--- config.mk ---
export PLATFORM = sky130hd
export DESIGN_NAME = rscsl_top
export DESIGN_NICKNAME = d
export VERILOG_FILES = /design/src/rscsl_pkg.sv /design/src/rscsl_wd_if.sv /design/src/rscsl_capture.sv /design/src/rscsl_top.sv /design/src/rscsl_watchdog.sv
export SDC_FILE = /design/constraint.sdc
export NUM_CORES = 1
export LEC_CHECK = 0
export BUFFER_PORTS_ARGS = -buffer_cell sky130_fd_sc_hd__buf_4
export CORE_ASPECT_RATIO = 0.75
export CORE_MARGIN = 2
export CORE_UTILIZATION = 53
export DETAILED_ROUTE_END_ITERATION = 12
export PLACE_DENSITY = 0.8
export SETUP_SLACK_MARGIN = 0.1
export SLEW_MARGIN = 20
export SYNTH_ARGS = -nofsm -noshare
export SYNTH_HDL_FRONTEND = slang
export SYNTH_SLANG_ARGS = --single-unit
--- constraint.sdc ---
create_clock -name clock -period 3.3 [get_ports clock]
set_input_delay 0.66 -clock clock [delete_from_list [all_inputs] [get_ports clock]]
set_output_delay 0.66 -clock clock [all_outputs]
set_load 0.01 [all_outputs]
--- src/rscsl_pkg.sv ---
// Constants and types for the reset source status logic
//
// Overview of operation
// Read-only flags show last reset source
// Debug forced reset leaves all flags clear
// Bad watchdog write value forces watchdog reset
// 0x55 then 0xAA clears watchdog, flags kept
// Power-on sets bits 7 and 1 only
// Low-voltage sets bit 1, keeps bit 7
// Other resets flag only sources active
// Reset pin low sets bit 6
// Watchdog timeout sets bit 5 when enabled
// Illegal opcode, stop, background set bit 4
// Unimplemented address access sets bit 3
// Clock loss sets bit 2
// Bit 0 always reads zero
// User writes to force register ignored
// Force register always reads 0x00
// Debug host force bit resets device
// Host sets force bit by background write
// Window mode early write forces reset
package rscsl_pkg;
   // ------------------------------------------------------------
   // Register selection and values
   // ------------------------------------------------------------
   localparam logic REG_SEL_FLAGS = 1'h0;
   localparam logic REG_SEL_FORCE = 1'h1;
   localparam logic [7:0] SVC_FIRST = 8'h55;
   localparam logic [7:0] SVC_SECOND = 8'hAA;
   localparam logic [7:0] FORCE_READ_VALUE = 8'h00;
   localparam logic [7:0] FLAGS_POR_VALUE = 8'h82;
   localparam int unsigned BIT_POR = 7;
   localparam int unsigned BIT_PIN = 6;
   localparam int unsigned BIT_WD = 5;
   localparam int unsigned BIT_ILLEGAL_OPCODE_FLAG = 4;
   localparam int unsigned BIT_ILLEGAL_ADDRESS_FLAG = 3;
   localparam int unsigned BIT_LOC = 2;
   localparam int unsigned BIT_LVD = 1;
   localparam int unsigned BIT_FORCE = 0;
   // ------------------------------------------------------------
   // Timing
   // ------------------------------------------------------------
   localparam int unsigned CLK_PERIOD_NS = 5;
   localparam int unsigned RESET_HOLD_NS = 100;
   localparam int unsigned RESET_HOLD_CYCLES = (RESET_HOLD_NS + CLK_PERIOD_NS - 1) / CLK_PERIOD_NS;
   localparam int unsigned WD_TIMEOUT_CYCLES = 8192;
   localparam int unsigned WD_WINDOW_PCT = 75;
   localparam int unsigned WD_PCT_FULL = 100;
   // ------------------------------------------------------------
   // Types
   // ------------------------------------------------------------
   typedef enum logic {SEQ_RUN, SEQ_HOLD} rscsl_seq_e;
   typedef struct packed {
      logic pin;
      logic wd;
      logic illegal_opcode_flag;
      logic illegal_address_flag;
      logic clock_loss_flag;
      logic low_voltage_flag;
      logic force_dbg;
   } rscsl_cause_s;
   function automatic logic is_service_value(input logic [7:0] data);
      is_service_value = (data == SVC_FIRST) || (data == SVC_SECOND);
   endfunction : is_service_value
endpackage : rscsl_pkg

--- src/rscsl_wd_if.sv ---
// Signals between the sequencer and the watchdog
`timescale 1ns/100ps
interface rscsl_wd_if;
   logic svc_wr;
   logic [7:0] svc_data;
   logic wd_enable;
   logic window_mode;
   logic reinit;
   logic timeout;
   logic bad_write;
   logic early_write;
   modport wd (input svc_wr, svc_data, wd_enable, window_mode, reinit,
      output timeout, bad_write, early_write);
   modport ctl (output svc_wr, svc_data, wd_enable, window_mode, reinit,
      input timeout, bad_write, early_write);
endinterface : rscsl_wd_if
--- src/rscsl_capture.sv ---
// Reset cause flag register
`timescale 1ns/100ps
module rscsl_capture (
   input wire logic clock,
   input wire logic rst_b,
   input wire logic clk_en,
   input wire logic capture,
   input rscsl_pkg::rscsl_cause_s cause,
   output logic [7:0] flags_q
);
   logic [7:0] flags_d;
   always_comb begin
      // bit 0 never set
      flags_d = '0;
      if (cause.low_voltage_flag) begin
         // low-voltage entry
         flags_d[rscsl_pkg::BIT_POR] = flags_q[rscsl_pkg::BIT_POR];
         flags_d[rscsl_pkg::BIT_LVD] = 1'b1;
      end else begin
         // active sources only
         flags_d[rscsl_pkg::BIT_PIN] = cause.pin;
         flags_d[rscsl_pkg::BIT_WD] = cause.wd;
         flags_d[rscsl_pkg::BIT_ILLEGAL_OPCODE_FLAG] = cause.illegal_opcode_flag;
         flags_d[rscsl_pkg::BIT_ILLEGAL_ADDRESS_FLAG] = cause.illegal_address_flag;
         flags_d[rscsl_pkg::BIT_LOC] = cause.clock_loss_flag;
      end
   end
   always_ff @(posedge clock or negedge rst_b) begin
      // power-on value
      if (!rst_b) begin
         flags_q <= rscsl_pkg::FLAGS_POR_VALUE;
      // debug force sets no flag
      end else if (clk_en && capture) begin
         flags_q <= flags_d;
      end
   end
endmodule : rscsl_capture

--- src/rscsl_top.sv ---
// Reset sequencer, source detection and register access
`timescale 1ns/100ps
module rscsl_top #(
   parameter int unsigned WD_TIMEOUT = rscsl_pkg::WD_TIMEOUT_CYCLES,
   parameter int unsigned HOLD_CYCLES = rscsl_pkg::RESET_HOLD_CYCLES
) (
   input wire logic clock,
   input wire logic rst_b,
   input wire logic clk_en,
   input wire logic cpu_wr_en,
   input wire logic cpu_rd_en,
   input wire logic cpu_reg_sel,
   input wire logic [7:0] cpu_wdata,
   output logic [7:0] cpu_rdata_q,
   input wire logic dbg_wr_en,
   input wire logic dbg_reg_sel,
   input wire logic [7:0] dbg_wdata,
   input wire logic pin_reset_b,
   input wire logic clock_loss,
   input wire logic lvd_trip,
   input wire logic low_voltage_reset_enable,
   input wire logic watchdog_enable_setting,
   input wire logic watchdog_window_mode,
   input wire logic stop_enable_setting,
   input wire logic background_mode_enable,
   input wire logic opcode_valid,
   input wire logic opcode_unimplemented,
   input wire logic stop_instruction,
   input wire logic background_instruction,
   input wire logic access_valid,
   input wire logic address_unimplemented,
   output logic mcu_reset_b_q,
   output logic [7:0] reset_cause_flags_q
);
   localparam int unsigned HOLD_W = $clog2(HOLD_CYCLES + 1);
   localparam logic [HOLD_W-1:0] HOLD_LAST = HOLD_W'(HOLD_CYCLES - 1);

   // ------------------------------------------------------------
   // Declarations
   // ------------------------------------------------------------
   rscsl_pkg::rscsl_seq_e state_q;
   rscsl_pkg::rscsl_seq_e state_d;
   rscsl_pkg::rscsl_cause_s cause;
   logic [HOLD_W-1:0] hold_q;
   logic [HOLD_W-1:0] hold_d;
   logic [7:0] rd_mux;
   wire run = (state_q == rscsl_pkg::SEQ_RUN);
   rscsl_wd_if wd_if ();

   // ------------------------------------------------------------
   // Register access decode
   // ------------------------------------------------------------
   wire cpu_wr_flags = cpu_wr_en && (cpu_reg_sel == rscsl_pkg::REG_SEL_FLAGS);
   wire cpu_wr_force = cpu_wr_en && (cpu_reg_sel == rscsl_pkg::REG_SEL_FORCE);
   wire cpu_rd_force = cpu_rd_en && (cpu_reg_sel == rscsl_pkg::REG_SEL_FORCE);
   wire cpu_rd_flags = cpu_rd_en && (cpu_reg_sel == rscsl_pkg::REG_SEL_FLAGS);
   // only the debug port reaches force bit
   wire dbg_wr_force = dbg_wr_en && (dbg_reg_sel == rscsl_pkg::REG_SEL_FORCE);
   // host write sets force bit
   wire force_src = dbg_wr_force && dbg_wdata[rscsl_pkg::BIT_FORCE];
   // force register reads zero
   assign rd_mux = cpu_rd_force ? rscsl_pkg::FORCE_READ_VALUE : reset_cause_flags_q;

   // ------------------------------------------------------------
   // Watchdog hookup
   // ------------------------------------------------------------
   assign wd_if.svc_wr = run && cpu_wr_flags;
   assign wd_if.svc_data = cpu_wdata;
   assign wd_if.wd_enable = watchdog_enable_setting;
   assign wd_if.window_mode = watchdog_window_mode;
   assign wd_if.reinit = !run;

   rscsl_watchdog #(
      .TIMEOUT_CYCLES(WD_TIMEOUT)
   ) u_watchdog (
      .clock(clock),
      .rst_b(rst_b),
      .clk_en(clk_en),
      .wd(wd_if.wd)
   );

   // ------------------------------------------------------------
   // Reset source detection
   // ------------------------------------------------------------
   // external pin level
   wire pin_src = !pin_reset_b;
   // watchdog causes
   wire wd_src = wd_if.timeout || wd_if.bad_write || wd_if.early_write;
   // illegal opcode cases
   wire stop_bad = stop_instruction && !stop_enable_setting;
   wire background_instruction_bad = background_instruction && !background_mode_enable;
   wire illegal_opcode_flag_src = opcode_valid && (opcode_unimplemented || stop_bad || background_instruction_bad);
   // illegal address access
   wire illegal_address_flag_src = access_valid && address_unimplemented;
   // clock loss
   wire loc_src = clock_loss;
   // low-voltage trip when enabled
   wire lvd_src = lvd_trip && low_voltage_reset_enable;
   wire any_src = pin_src || wd_src || illegal_opcode_flag_src || illegal_address_flag_src || loc_src || lvd_src || force_src;
   wire capture = run && any_src;

   assign cause.pin = pin_src;
   assign cause.wd = wd_src;
   assign cause.illegal_opcode_flag = illegal_opcode_flag_src;
   assign cause.illegal_address_flag = illegal_address_flag_src;
   assign cause.clock_loss_flag = loc_src;
   assign cause.low_voltage_flag = lvd_src;
   assign cause.force_dbg = force_src;

   // ------------------------------------------------------------
   // Flag register
   // ------------------------------------------------------------
   // flags fixed at reset entry
   rscsl_capture u_capture (
      .clock(clock),
      .rst_b(rst_b),
      .clk_en(clk_en),
      .capture(capture),
      .cause(cause),
      .flags_q(reset_cause_flags_q)
   );

   // ------------------------------------------------------------
   // Reset sequencer
   // ------------------------------------------------------------
   always_comb begin
      state_d = state_q;
      hold_d = hold_q;
      case (state_q)
         rscsl_pkg::SEQ_RUN: begin
            // any source enters reset
            if (any_src) begin
               state_d = rscsl_pkg::SEQ_HOLD;
               hold_d = HOLD_LAST;
            end
         end
         rscsl_pkg::SEQ_HOLD: begin
            if (hold_q != '0) begin
               hold_d = hold_q - 1'b1;
            end else if (pin_reset_b) begin
               state_d = rscsl_pkg::SEQ_RUN;
            end
         end
         default: begin
            state_d = rscsl_pkg::SEQ_HOLD;
            hold_d = HOLD_LAST;
         end
      endcase
   end

   always_ff @(posedge clock or negedge rst_b) begin
      if (!rst_b) begin
         state_q <= rscsl_pkg::SEQ_HOLD;
         hold_q <= HOLD_LAST;
         mcu_reset_b_q <= 1'b0;
      end else if (clk_en) begin
         state_q <= state_d;
         hold_q <= hold_d;
         mcu_reset_b_q <= (state_d == rscsl_pkg::SEQ_RUN);
      end
   end

   // ------------------------------------------------------------
   // Read data
   // ------------------------------------------------------------
   always_ff @(posedge clock or negedge rst_b) begin
      if (!rst_b) begin
         cpu_rdata_q <= 8'h00;
      end else if (clk_en && cpu_rd_en) begin
         cpu_rdata_q <= rd_mux;
      end
   end
endmodule : rscsl_top

--- src/rscsl_watchdog.sv ---
// Watchdog counter with service sequence and window check
`timescale 1ns/100ps
module rscsl_watchdog #(
   parameter int unsigned TIMEOUT_CYCLES = rscsl_pkg::WD_TIMEOUT_CYCLES
) (
   input wire logic clock,
   input wire logic rst_b,
   input wire logic clk_en,
   rscsl_wd_if.wd wd
);
   localparam int unsigned CNT_W = $clog2(TIMEOUT_CYCLES) + 1;
   localparam logic [CNT_W-1:0] LAST = CNT_W'(TIMEOUT_CYCLES - 1);
   localparam logic [CNT_W-1:0] OPEN =
      CNT_W'(TIMEOUT_CYCLES * rscsl_pkg::WD_WINDOW_PCT / rscsl_pkg::WD_PCT_FULL);
   logic [CNT_W-1:0] count_q;
   logic [CNT_W-1:0] count_d;
   logic armed_q;
   logic armed_d;
   logic timeout_q;
   logic bad_q;
   logic early_q;
   wire first_wr = wd.svc_wr && (wd.svc_data == rscsl_pkg::SVC_FIRST);
   wire second_wr = wd.svc_wr && (wd.svc_data == rscsl_pkg::SVC_SECOND);
   // bad value check
   wire bad_wr = wd.svc_wr && wd.wd_enable && !rscsl_pkg::is_service_value(wd.svc_data);
   // early write check
   wire early_wr = wd.svc_wr && wd.wd_enable && wd.window_mode && (count_q < OPEN);
   // pair clears counter
   wire serviced = second_wr && armed_q && !early_wr;
   // timeout only when enabled
   wire expire = wd.wd_enable && (count_q == LAST);
   assign count_d = (wd.reinit || !wd.wd_enable || serviced || expire) ? '0 : count_q + 1'b1;
   assign armed_d = wd.reinit ? 1'b0 : first_wr ? 1'b1 : wd.svc_wr ? 1'b0 : armed_q;
   assign wd.timeout = timeout_q;
   assign wd.bad_write = bad_q;
   assign wd.early_write = early_q;
   always_ff @(posedge clock or negedge rst_b) begin
      if (!rst_b) begin
         count_q <= '0;
         armed_q <= 1'b0;
         timeout_q <= 1'b0;
         bad_q <= 1'b0;
         early_q <= 1'b0;
      end else if (clk_en) begin
         count_q <= count_d;
         armed_q <= armed_d;
         timeout_q <= expire && !wd.reinit;
         bad_q <= bad_wr && !wd.reinit;
         early_q <= early_wr && !wd.reinit;
      end
   end
endmodule : rscsl_watchdog

==> results.py <==
metrics = {
    "detailed_routing": {
        "vias": 1798,
        "drt_iter0_markers": 78,
        "drt_wl_total_um": 4480,
        "drcViolationCount": 0,
        "via_per_inst": 5.67,
        "ant_nets": 0,
        "drt_pass1_iterations": 4,
        "wl_per_cell_um": 14.1,
    },
    "yosys": {
        "ys.warnings.count": 0,
        "synth_edf_count": 0,
        "synth_cell_types": 61,
        "ys.flop_type": "dfrtp_1",
        "yosysMostFrequentCell": "dfrtp_1",
        "netlist_area_um2": 2160,
        "synth.area.top_cells": "dfrtp_1 (38%), dfstp_2 (7.3%), nand2_1 (4.9%)",
        "synth_top_cell_by_area": "dfrtp_1",
        "async_reset_ff_share_pct": 100,
        "synth_seq_cells": 39,
        "synth-seq-area-share_pct": 45.5,
        "synthDominantCellAreaShare_pct": 38.2,
        "syn_inst": 218,
        "yosys-top-cells-count": "dfrtp_1 (33), nand2_1 (28), inv_1 (10)",
        "syn-mean-instance-area_um2": 9.92,
    },
    "clock_network": {
        "insertion_delay_ps": 300,
        "cts.htree.levels": 2,
        "postCtsSetupBuffers": 0,
        "cts-root-buf": "clkbuf_8",
        "cts_made_buffers": 5,
        "hold_buffers": 0,
        "clk_pin_slew_ps": 90,
        "cts_resized": 0,
        "clock-sinks": 39,
        "clockBufferDepth": 2,
        "cts_tree": "yes",
    },
    "timing": {
        "rsz0062_at_grt": "false",
        "clock.fmax_mhz": 506,
        "finalCritPeriodShare_pct": 59.9,
        "period_needed_ps": 1980,
        "slew_violations": 0,
        "hold_viol_final": 0,
        "clock_skew_ps": 10.6,
        "hold_slack_ps": 315,
        "slew-limit-headroom_pct": 64.4,
        "final.setup.tns_ps": 0,
        "setup_viol": 0,
        "tightest_slew_ps": 530,
    },
    "final_layout": {
        "fin_nets": 302,
        "syn_to_final_growth_pct": 20.8,
        "fillers": 319,
        "seq_area_um2": 983,
        "final_layout_size_suffix_gt1_share_pct": 25.2,
        "final_cell_area_um2": 2610,
        "antennaDiodeCount": 0,
        "multi_input_area_um2": 1060,
    },
    "global_route": {
        "grt-ovfl-total": 0,
        "antenna_found_initial": 0,
        "grt_pass1_vias": 1730,
        "grt.total_usage_pct": 20.8,
        "grt_pass1_wl_um": 7570,
        "grt_max_degree": 40,
    },
    "die": {
        "ios": 55,
        "fp.dieH_um": 59.3,
        "rows": 20,
        "die_area_um2": 4610,
        "fp.dieW_um": 77.8,
        "fp.coreArea_um2": 3980,
        "initial_core_util_pct": 54.3,
    },
    "hold_path": {
        "hold_path.class": "in2async",
    },
    "critical_path": {
        "arrival_ps": 2150,
        "startpoint_type": "flop",
        "end_kind": "flop",
        "critPathMaxFanout": 7,
        "worstSetupPathType": "reg2reg",
        "rr_worst_depth": 5,
        "required_ps": 3470,
    },
    "pwr": {
        "powerDensity_nw_per_um2": 500,
        "ir_drop_mv": 0.348,
        "p_leak_nw": 1.16,
    },
    "placement": {
        "place_area_um2": 2500,
        "io_buffers": 45,
        "place_hpwl_um": 3300,
        "place_congestion": 0.783,
    },
    "run": {
        "drv_cap": 0,
    },
    "run_status": {
        "status": "completed",
    },
}
cell families (layout without fill, tap and decap cells):
group	count (synthesis)	after routing	share of synthesized area (%)
and+or+nand+nor	89	89	23.5
AOI/OAI and AO/OA	48	48	16.2
DFF	39	39	45.5
buffers and inverters	22	65	5.61
muxes	9	9	4.46
xor gates and xnor gates	7	7	2.84
adders and majority gates	3	3	1.74
other	1	2	0.173
final cells by class:
cell class | count | area share [%]
timing repair buffer | 45 | 12.9
tap | 55 | 2.63
clock buffer | 5 | 2.63
inverter | 12 | 1.72
multi-input combinational | 158 | 40.6
sequential | 39 | 37.6
clock inverter | 3 | 1.82
worst paths after layout:
kind                                                to  slack [ps]                  start
worst max-delay path             u_watchdog.count_q[3]        1320  u_watchdog.count_q[0]
worst min-delay path            u_watchdog.count_q[12]         310                  rst_b
worst max register to register   u_watchdog.count_q[3]        1320  u_watchdog.count_q[0]
worst min register to register          cpu_rdata_q[2]         490         cpu_rdata_q[2]
max in group asynchronous                    hold_q[4]        2610                  rst_b
min in group clock                      cpu_rdata_q[2]         490         cpu_rdata_q[2]
registers in the layout, summed over array words and instances, names as in the netlist:
| register | cells |
|---|---|
| u_watchdog.wd.timeout | 1 |
| cpu_rdata_q | 7 |
| u_watchdog.count_q | 14 |
| u_watchdog.wd.early_write | 1 |
| mcu_reset_b_q | 1 |
| hold_q | 5 |
| u_watchdog.armed_q | 1 |
| u_capture.flags_q | 7 |
| u_watchdog.wd.bad_write | 1 |
| state_q | 1 |
routing by layer:
metal  vias to the layer above  track usage (%)  share of wire (%)
li1                        876                -                  -
met3                         2             8.08                6.6
met5                         -                0                  0
met2                        50             35.8                 46
met4                         0             3.32               0.42
met1                       870             25.7                 47
report_power, final:
part	total [mW]	internal, mW	switching, mW	leakage, nW
logic	0.280	0.141	0.139	0.593
registers	0.611	0.554	0.0574	0.510
clock network	0.416	0.229	0.186	0.0587
critical path, cell delays in order (launching register included):
cell and delay (ps):
dfrtp_1 410, ha_1 230, nand3_1 220, or4_4 630, a41oi_1 240, o22ai_1 110
layout by cell type, fill, tap and decap left out, drive strengths merged, types with 4 or more instances in the layout:
cell and instances:
o2bb2ai 4, nor4 4, mux2i 4, nor3 4, nand2 28, o31ai 4
dfrtp 33, o21ai 10, nor2b 4, inv 12, xnor2 6, nand4 5
a21oi 7, dfstp 6, nand3 7, nor4bb 4, nor2 9, buf 45
nand2b 9, clkbuf 5, mux2 5
metrics by stage:
stage / util [%] / instances / total power [mW] / worst slack [ps]
2_1_floorplan: - / 219 / 0.786 / 1310
3_3_place_gp: 62.7 / 309 / 0.887 / 1130
3_5_place_dp: 62.7 / 309 / 0.904 / 1110
4_1_cts: 65.7 / 317 / 1.32 / 1340
5_1_grt: 65.7 / 317 / 1.38 / 1210
6_report: 65.7 / 317 / 1.31 / 1320
(Power assumes the default switching activity.)
